File: config.mk
export PLATFORM = sky130hd
export DESIGN_NAME = sbio_unit
export DESIGN_NICKNAME = d
export VERILOG_FILES = /design/src/inc/sbio_pkg.sv /design/src/logic/sbio_unit.sv
export SDC_FILE = /design/constraint.sdc
export NUM_CORES = 1
export LEC_CHECK = 0
export BUFFER_PORTS_ARGS = -buffer_cell sky130_fd_sc_hd__buf_2
export CAP_MARGIN = 25
export CORE_UTILIZATION = 31
export CTS_CLUSTER_DIAMETER = 30
export DETAILED_ROUTE_END_ITERATION = 8
export GPL_TIMING_DRIVEN = 0
export REMOVE_ABC_BUFFERS = 1
export SLEW_MARGIN = 40
export SYNTH_ARGS = -nofsm -noshare
export SYNTH_HDL_FRONTEND = slang
export SYNTH_SLANG_ARGS = --single-unit
File: constraint.sdc
create_clock -name i_core_clk -period 3.1 [get_ports i_core_clk]
set_clock_uncertainty 0.2 [all_clocks]
set_input_delay 0.155 -clock i_core_clk [delete_from_list [all_inputs] [get_ports i_core_clk]]
set_output_delay 0.155 -clock i_core_clk [all_outputs]
set_load 0.005 [all_outputs]
File: src/inc/sbio_pkg.sv
// shared types and constants of the serial bit i/o unit
package sbio_pkg;
  localparam logic [3:0] BASE_REG_IDX = 4'hc;
  localparam int         ADDR_LSB     = 1;
  localparam int         ADDR_MSB     = 12;
  localparam int         ADDR_W       = 12;
  localparam int         DISP_W       = 8;
  localparam int         CNT_W        = 4;
  localparam int         EQ_BIT       = 2;
  localparam logic [4:0] FULL_CNT     = 5'h10;
  localparam logic [4:0] BYTE_MAX     = 5'h08;
  localparam int         HI_BYTE_LSB  = 8;
  localparam int         SETTLE_NS    = 12;
  localparam int         CLK_NS       = 4;
  localparam logic [1:0] SETTLE_CYC   = 2'((SETTLE_NS + CLK_NS - 1) / CLK_NS);

  typedef enum logic [2:0] {
    OP_SET_ONE  = 3'h0,
    OP_SET_ZERO = 3'h1,
    OP_TEST     = 3'h2,
    OP_LOAD     = 3'h3,
    OP_STORE    = 3'h4
  } sbio_op_t;

  typedef enum logic [1:0] {
    ST_IDLE  = 2'h0,
    ST_SETUP = 2'h1,
    ST_ACT   = 2'h3,
    ST_DONE  = 2'h2
  } sbio_fsm_t;

  typedef struct packed {
    sbio_op_t          op;
    logic [15:0]       base;
    logic [DISP_W-1:0] disp;
    logic [CNT_W-1:0]  cnt;
    logic [15:0]       word;
  } sbio_req_t;

  typedef struct packed {
    logic [ADDR_W-1:0] addr;
    logic              out_line;
    logic              strobe;
  } sbio_pins_t;

  typedef struct packed {
    logic        done;
    logic        eq;
    logic [15:0] store_word;
    logic        store_we;
  } sbio_res_t;

  typedef struct packed {
    sbio_fsm_t   fsm;
    sbio_op_t    op;
    sbio_pins_t  pins;
    sbio_res_t   res;
    logic [15:0] shreg;
    logic [15:0] acc;
    logic [7:0]  keep;
    logic        wide;
    logic [4:0]  left;
    logic [3:0]  idx;
    logic [1:0]  settle;
    logic        busy;
    logic [3:0]  base_sel;
    logic        sync1;
    logic        sync2;
  } sbio_state_t;
endpackage

File: src/logic/sbio_unit.sv
// serial bit i/o unit: bit set, clear, test and field shifts
// Behaviour
// - base address comes from workspace register 12
// - only base bits 1..12 form bit address
// - bit address drives the address lines
// - single-bit ops add signed 8-bit displacement
// - set/zero ops drive output bit, one transfer
// - test copies input bit into equal flag
// - count 1..15 moves that many, 0 moves 16
// - fields start at base, no displacement
// - load field shifts memory bits onto output
// - store field samples input bits into memory
// - short fields use high byte, lsb first
// - wide fields use whole word from bit 0
// - unused destination bits written as zero
// - short store leaves other byte unchanged
// - three dedicated lines, no parallel data bus
// - 4096 input and 4096 output bits
// - address on twelve lines plus three lines
`timescale 1ns/10ps
`default_nettype none
module sbio_unit
  import sbio_pkg::*;
(
  input  wire logic        i_core_clk,
  input  wire logic        i_srst,
  input  wire logic        i_start,
  input  wire sbio_req_t   i_req,
  input  wire logic        i_serial_io_input_line,
  output logic             o_busy,
  output logic [3:0]       o_base_reg_sel,
  output sbio_pins_t       o_pins,
  output sbio_res_t        o_res
);

  sbio_state_t s;
  sbio_state_t next_s;
  logic [ADDR_W-1:0] hw_base;
  logic [ADDR_W-1:0] disp_ext;
  logic              single;
  logic [4:0]        nbits;
  logic              wide;

  // software base is twice the hardware base
  assign hw_base  = i_req.base[ADDR_MSB:ADDR_LSB];
  assign disp_ext = {{(ADDR_W-DISP_W){i_req.disp[DISP_W-1]}}, i_req.disp};
  assign single   = i_req.op inside {OP_SET_ONE, OP_SET_ZERO, OP_TEST};
  // count 0 means a full word
  assign nbits    = (i_req.cnt == 4'h0) ? FULL_CNT : {1'b0, i_req.cnt};
  assign wide     = nbits > BYTE_MAX;

  always_comb begin
    next_s              = s;
    next_s.pins.strobe  = 1'b0;
    next_s.res.done     = 1'b0;
    next_s.res.store_we = 1'b0;
    // only the second flop is ever read
    next_s.sync1        = i_serial_io_input_line;
    next_s.sync2        = s.sync1;
    case (s.fsm)
      ST_IDLE: begin
        if (i_start) begin
          next_s.busy   = 1'b1;
          next_s.op     = i_req.op;
          next_s.fsm    = ST_SETUP;
          next_s.settle = SETTLE_CYC - 2'h1;
          next_s.acc    = 16'h0000;
          next_s.idx    = 4'h0;
          next_s.keep   = i_req.word[7:0];
          if (single) begin
            next_s.pins.addr     = hw_base + disp_ext;
            next_s.left          = 5'h01;
            next_s.wide          = 1'b0;
            next_s.pins.out_line = (i_req.op == OP_SET_ONE);
          end else begin
            next_s.pins.addr = hw_base;
            next_s.left      = nbits;
            next_s.wide      = wide;
            // short fields live in the high byte
            next_s.shreg = wide ? i_req.word
                         : {8'h00, i_req.word[15:HI_BYTE_LSB]};
            if (i_req.op == OP_LOAD) begin
              next_s.pins.out_line = wide ? i_req.word[0]
                                   : i_req.word[HI_BYTE_LSB];
            end
          end
        end
      end
      ST_SETUP: begin
        // lets the address settle and input sync catch up
        if (s.settle == 2'h0) begin
          next_s.fsm = ST_ACT;
          // strobe rides the active cycle, address and data already standing
          next_s.pins.strobe = (s.op inside {OP_SET_ONE, OP_SET_ZERO, OP_LOAD});
        end else begin
          next_s.settle = s.settle - 2'h1;
        end
      end
      ST_ACT: begin
        case (s.op)
          OP_TEST: begin
            next_s.res.eq = s.sync2;
          end
          OP_STORE: begin
            next_s.acc[s.idx] = s.sync2;
          end
          default: begin
            next_s.pins.strobe = 1'b0;
          end
        endcase
        next_s.left = s.left - 5'h01;
        if (s.left == 5'h01) begin
          next_s.fsm = ST_DONE;
        end else begin
          next_s.fsm       = ST_SETUP;
          next_s.settle    = SETTLE_CYC - 2'h1;
          next_s.idx       = s.idx + 4'h1;
          next_s.pins.addr = s.pins.addr + 12'h001;
          next_s.shreg     = {1'b0, s.shreg[15:1]};
          if (s.op == OP_LOAD) begin
            next_s.pins.out_line = s.shreg[1];
          end
        end
      end
      ST_DONE: begin
        next_s.fsm      = ST_IDLE;
        next_s.busy     = 1'b0;
        next_s.res.done = 1'b1;
        if (s.op == OP_STORE) begin
          next_s.res.store_we   = 1'b1;
          // short store keeps the low byte as it was
          next_s.res.store_word = s.wide ? s.acc
                                : {s.acc[7:0], s.keep};
        end
      end
      default: begin
        next_s     = s;
        next_s.fsm = ST_IDLE;
      end
    endcase
  end

  always_ff @(posedge i_core_clk) begin
    if (i_srst) begin
      s          <= '0;
      s.base_sel <= BASE_REG_IDX;
    end else begin
      s <= next_s;
    end
  end

  // outputs come straight from the state flops
  assign o_busy         = s.busy;
  assign o_base_reg_sel = s.base_sel;
  assign o_pins         = s.pins;
  assign o_res          = s.res;

  // helper: strobes and cycles seen in the running transfer
  logic [4:0] strb_cnt;
  logic [4:0] exp_cnt;
  logic [6:0] cyc_cnt;
  always_ff @(posedge i_core_clk) begin
    if (i_srst) begin
      strb_cnt <= 5'h00;
      exp_cnt  <= 5'h00;
      cyc_cnt  <= 7'h00;
    end else if (s.fsm == ST_IDLE && i_start) begin
      strb_cnt <= 5'h00;
      exp_cnt  <= single ? 5'h01 : nbits;
      cyc_cnt  <= 7'h01;
    end else begin
      if (s.pins.strobe) begin
        strb_cnt <= strb_cnt + 5'h01;
      end
      if (s.busy) begin
        cyc_cnt <= cyc_cnt + 7'h01;
      end
    end
  end
endmodule
`default_nettype wire

# --- After elaboration in Yosys (flattened, before gate mapping) ---
# Cells that the tools add are included.
totals:
  ff_bits: 93
  in_bits: 51
  output_inout_bits: 38
  wordCells: 102
op_classes:
  add_sub_neg: 5
  magnitude_cmp: 3
  eq_ne: 19
  mux: 29
  bitwise: 3
  reduce_logical: 24
ops:
  columns: ["cell", "count"]
  rows:
  - ["$mux W16", 5]
  - ["$pmux W32 S2", 1]
  - ["$mux W53", 1]
  - ["$mux W13", 2]
  - ["$pmux W13 S2", 1]
  - ["$mux W18", 1]
  - ["$pmux W9 S2", 1]
  - ["$bwmux W16", 1]
  - ["$ne A2 B2 Y1 const B", 7]
  - ["$add A12 B1 Y12 const B", 1]
  - ["$add A12 B12 Y12", 1]
  - ["$eq A3 B2 Y1 const B", 4]
  - ["$mux W6", 2]
  - ["$reduce_and A2 Y1", 6]
  - ["$reduce_bool A3 Y1", 3]
  - ["$pmux W2 S4", 1]
  - ["$reduce_and A4 Y1", 2]
  - ["$eq A3 B1 Y1 const B", 2]
  - ["$logic_not A3 Y1", 2]
  - ["$mux W1", 6]
  - ["$mux W2", 3]
  - ["$pmux W2 S3", 1]
  - ["$reduce_and A3 Y1", 2]
  - ["$eq A5 B1 Y1 const B", 1]
  - ["21 further kinds", 26]

# --- Longest topological paths before layout ---
depth:
  depth_word: 8
  ltp_mapped: 9
  depth_no_buf: 9

# --- Least setup slack after synthesis ---
# OpenSTA, ideal clock, no wires.
synth_path:
  kind: "input to register"
  startpoint: "input i_req[20] (netlist bit)"
  endpoint: "register s (netlist bit o_pins[8])"
  arrival_time_ns: 1.624
  slack_ns: 1.144
  cell_stages: 9
  path_buffers: 0
  cell_sequence: "ha_1 inv_1 fa_1 nor2b_1 o21a_1 o31a_1 or3_1 a31oi_1 nor4_2"
synth_via:
  elab_chain_cells: 4
synth_rtl:
  columns: ["item", "line", "rtl"]
  rows:
  - ["from (decl)", "sbio_unit.sv:28", "input wire sbio_req_t i_req,"]
  - ["$add A12 B12 Y12", "sbio_unit.sv:71", "next_s.pins.addr = hw_base + disp_ext;"]
  - ["$mux W13", "sbio_unit.sv:70", "if (single) begin"]
  - ["$mux W18", "sbio_unit.sv:62", "if (i_start) begin"]
  - ["$pmux W13 S2", "sbio_unit.sv:60", "case (s.fsm)"]
  - ["to (signal assigned)", "sbio_unit.sv:148", "s <= next_s;"]
  - ["to (decl)", "sbio_unit.sv:36", "sbio_state_t s;"]
# No other way between the ends. The select of a mux whose other input is x is not followed.
# A chain may end at the register's enable or synchronous reset.

# --- Worst setup path after layout ---
layout_path:
  startpoint: "register s[95] (netlist bit)"
  endpoint: "register s[52] (netlist bit)"
layout_via:
  elab_chain_cells: 3
  word_cells_on_any_way: 8
  classes_between: "4 x eq/ne; 1 x mux; 3 x reduce/logical"
layout_rtl:
  columns: ["item", "line"]
  rows:
  - ["$eq A2 B2 Y1 / $logic_not A2 Y1 (equally long branches)", "sbio_unit.sv:60"]
  - ["$ne A2 B2 Y1 (no line) / $reduce_bool A2 Y1 (equally long branches)", null]
  - ["$reduce_and A4 Y1 (no line)", null]
# Several ways; a longest one is shown, not always the timed one.

==> results.md <==
- Run status: complete, no violations
- Die H: 135 um
- Part of the cycle the worst path needs: 88.5%
- Cell area after synthesis: 0.00550 mm2
- Top Ports: 89
- TritonCTS buffer count: 9
- DR iter-0 viols: 347
- Clk network pwr share: 36.5%
- Internal power consumption: 2050 uW
- Via count: 4719
- Largest net degree at the start of global routing: 59
- TritonCTS clock tree: built
- Crit start category: register
- CP Capture Type: register
- Syn_area_per_cell: 8.30 um2
- Switching Power: 865 uW
- Critical path startpoint: s[95]
- Crit path DAT: 2820 ps
- HPWL after DPL: 9.48 mm
- Count of cell types in the netlist: 69
- Hold Crit Class: input port to register
- #FFs+latches synth: 92
- Worst Path Buf+Inv: 1
- Final Hold Fails: 0
- # port buffers: 80
- PwrDens: 462 mW/mm2
- Commonest non-fill, non-tap cells in the layout: dfxtp_1 (91), a21oi_1 (83), buf_2 (79)
- Gr ovfl total: 0
- Commonest non-fill, non-tap cell in the layout: dfxtp_1
- CTS root buf: clkbuf_16
- Comb power frac: 19.0%
- Area Growth Syn to Fin: 14.8%
- Slew Limit Fails: 0
- Starting Density: 31.8%
- Register area share after synthesis: 33.5%
- Worst-Margin Slew: 730 ps
- RR Startpoint: s[95]
- Placeable core region: 0.0173 mm2
- Placed Instance Area: 0.00572 mm2
- Critical Path RT: 3170 ps
- Setup TNS: 0 ps
- Register-to-Register Path Depth: 7
- Reg2reg end: s[52]
- Wire length per cell: 14.7 um
- FMAX: 364 MHz
- Critical path type: register to register
- Slowest stage delay, CP: 720 ps
- Row count: 48
- Slew margin rel.: 51.3%
- Seq pwr share: 44.5%
- FFs w/ async S/R, synth: 0%
- Vias in the first global route: 4420
- Total power: 2920 uW
- Crit path max fanout: 37
- Final WL: 13.7 mm
- Clock Latency Late Sink: 350 ps
- Die area: 0.0183 mm2
- Remaining antenna violation count: 0
- Gpl congestion: 0.764
- Max-cap violation count: 0
- Synth Flop Type: dfxtp_1
- Yosys warnings: 0
- CP Depth: 7
- Dpl cells: 888
- Clock Pin Slew Worst Setup and Hold Paths: 70 ps
- Crit-path cells: nand2_4 -> nor2_2 -> nor2_4 -> a21oi_4 -> buf_8 -> nor2_1 -> a211oi_2
- H-tree Lvls: 3
- Initial antenna violation count: 0
- Cells after synthesis: 663
- Die W: 135 um
- Final std cells w/o fill: 934
- Post-CTS setup buffers: 0
- Residual DRC: 0
- First-pass GRT wire length: 22.3 mm
- RSZ-0062 raised after global routing: false
- Nets: 775
- Worst VDD drop: 0.300 mV
- # diodes: 0
- Clock tree sinks: 92
- R2R Setup Slk: 360 ps
- Post-route cell area: 0.00631 mm2
- Static leakage: 0.00242 uW
- Switching Fraction: 29.7%
- Total GRT Usage: 15.5%
- Post-synth EDFFs: 0
- Drt first pass iters: 4
- Worst path top cell family by delay: simple AND/OR/NAND/NOR gates
- Finish-stage setup viols: 0
- Vias per Instance: 5.05
- Share of layout cells above drive strength 1: 19.7%
- CP Capture Point: s[52]
- Min cycle time layout: 2740 ps
- Worst path slowest cell: dfxtp_1
- Clock Path Buffers: 2
-- cells in the mapped netlist, types with 3 or more instances --
cell | instances | area share [%]
inv_1 | 14 | 0.96
dfxtp_1 | 92 | 33
a211oi_1 | 21 | 2.9
nand3_1 | 22 | 2.0
a22oi_1 | 11 | 1.5
nor2_1 | 69 | 4.7
buf_6 | 3 | 0.61
clkbuf_2 | 4 | 0.36
a211oi_2 | 14 | 3.2
and2_1 | 4 | 0.45
a31oi_1 | 6 | 0.68
a21o_1 | 6 | 0.82
buf_2 | 13 | 1.2
xor2_1 | 6 | 0.96
and4_1 | 3 | 0.48
xnor2_1 | 5 | 0.80
nand4_1 | 6 | 0.68
nor2_4 | 3 | 0.61
nand2_1 | 47 | 3.2
clkbuf_1 | 19 | 1.3
nor3_1 | 16 | 1.5
nor2b_1 | 8 | 0.91
a21oi_1 | 83 | 7.6
nand2b_1 | 3 | 0.34
o21a_1 | 4 | 0.55
and3_1 | 4 | 0.45
a311oi_1 | 3 | 0.48
a21oi_2 | 3 | 0.48
mux2i_1 | 25 | 4.5
ha_1 | 19 | 4.3
nor4_1 | 3 | 0.34
o21ai_0 | 31 | 2.8
buf_4 | 43 | 5.9
-- sequential cells by signal (all words and copies together), names as in the netlist --
signal / cells
s: 57
next_s: 1
o_res: 19
o_busy: 1
o_pins: 14
-- cells by family after synthesis --
| logic type | share of synthesized area [%] |
|---|---|
| flops | 33.5 |
| simple gates | 18.6 |
| xor+xnor | 2.25 |
| other cells | 0.137 |
| fa+ha+maj | 4.69 |
| mux | 4.82 |
| compound gates | 25.7 |
| buf+inv | 10.4 |
-- per-layer routing --
metal	GRT usage (%)	routed length (um)	vias to the layer above
li1	-	-	2427
met2	25.5	6570	82
met4	4.87	133	0
met3	3.74	501	10
met5	0	0	-
met1	19.9	6510	2200
-- through the flow --
stage / util (%) / setup WS, ps / hold slack, ps
final: 36.5 / 356 / 16.0
after global placement: 32.8 / -76.5 / 174
after floorplan: - / 591 / 19.6
after CTS: 36.5 / 128 / 4.94
after detailed placement: 33.1 / 137 / 176
after global routing: 36.5 / 124 / 15.3
-- how the worst min path moves through the flow --
stage | from | end | cells past startpoint
floorplan | i_srst | s[44] | 1
global placement | i_serial_io_input_line | next_s[0] | 2
detailed placement | i_serial_io_input_line | next_s[0] | 2
CTS | i_req[12] | s[55] | 3
global route | i_req[16] | s[17] | 4
finish | i_req[12] | s[55] | 3
-- area by class of cell --
cell class	instances	area, um2
Fill cell	1860	11000
Multi-Input combinational cell	475	3100
Sequential cell	92	1840
Timing Repair Buffer	112	749
Tap cell	225	282
Clock buffer	10	239
Inverter	14	52.6
Clock inverter	6	46.3
-- power by group through the flow --
stage          sequential (uW)  combinational [uW]  clock [uW]
6_report                  1300                 553        1060
3_3_place_gp              1320                 509           0
2_1_floorplan             1310                 346           0
5_1_grt                   1310                 620        1140
3_5_place_dp              1320                 523           0
4_1_cts                   1300                 555        1100
-- worst reg2reg max path: stages, from the launching register on --
cell and delay (ps):
dfxtp_1 720, nand2_4 440, nor2_2 300, nor2_4 110
a21oi_4 430, buf_8 230, nor2_1 60, a211oi_2 180
-- timing repair --
| action | in CTS | in global routing |
|---|---|---|
| gates resized for setup | 0 | 1 |
| setup endpoints to repair | 0 | 10 |
| hold buffers | 30 | 0 |
| endpoints found under the hold margin | 36 | 0 |
Note: power is estimated with default switching activity, not from simulation.
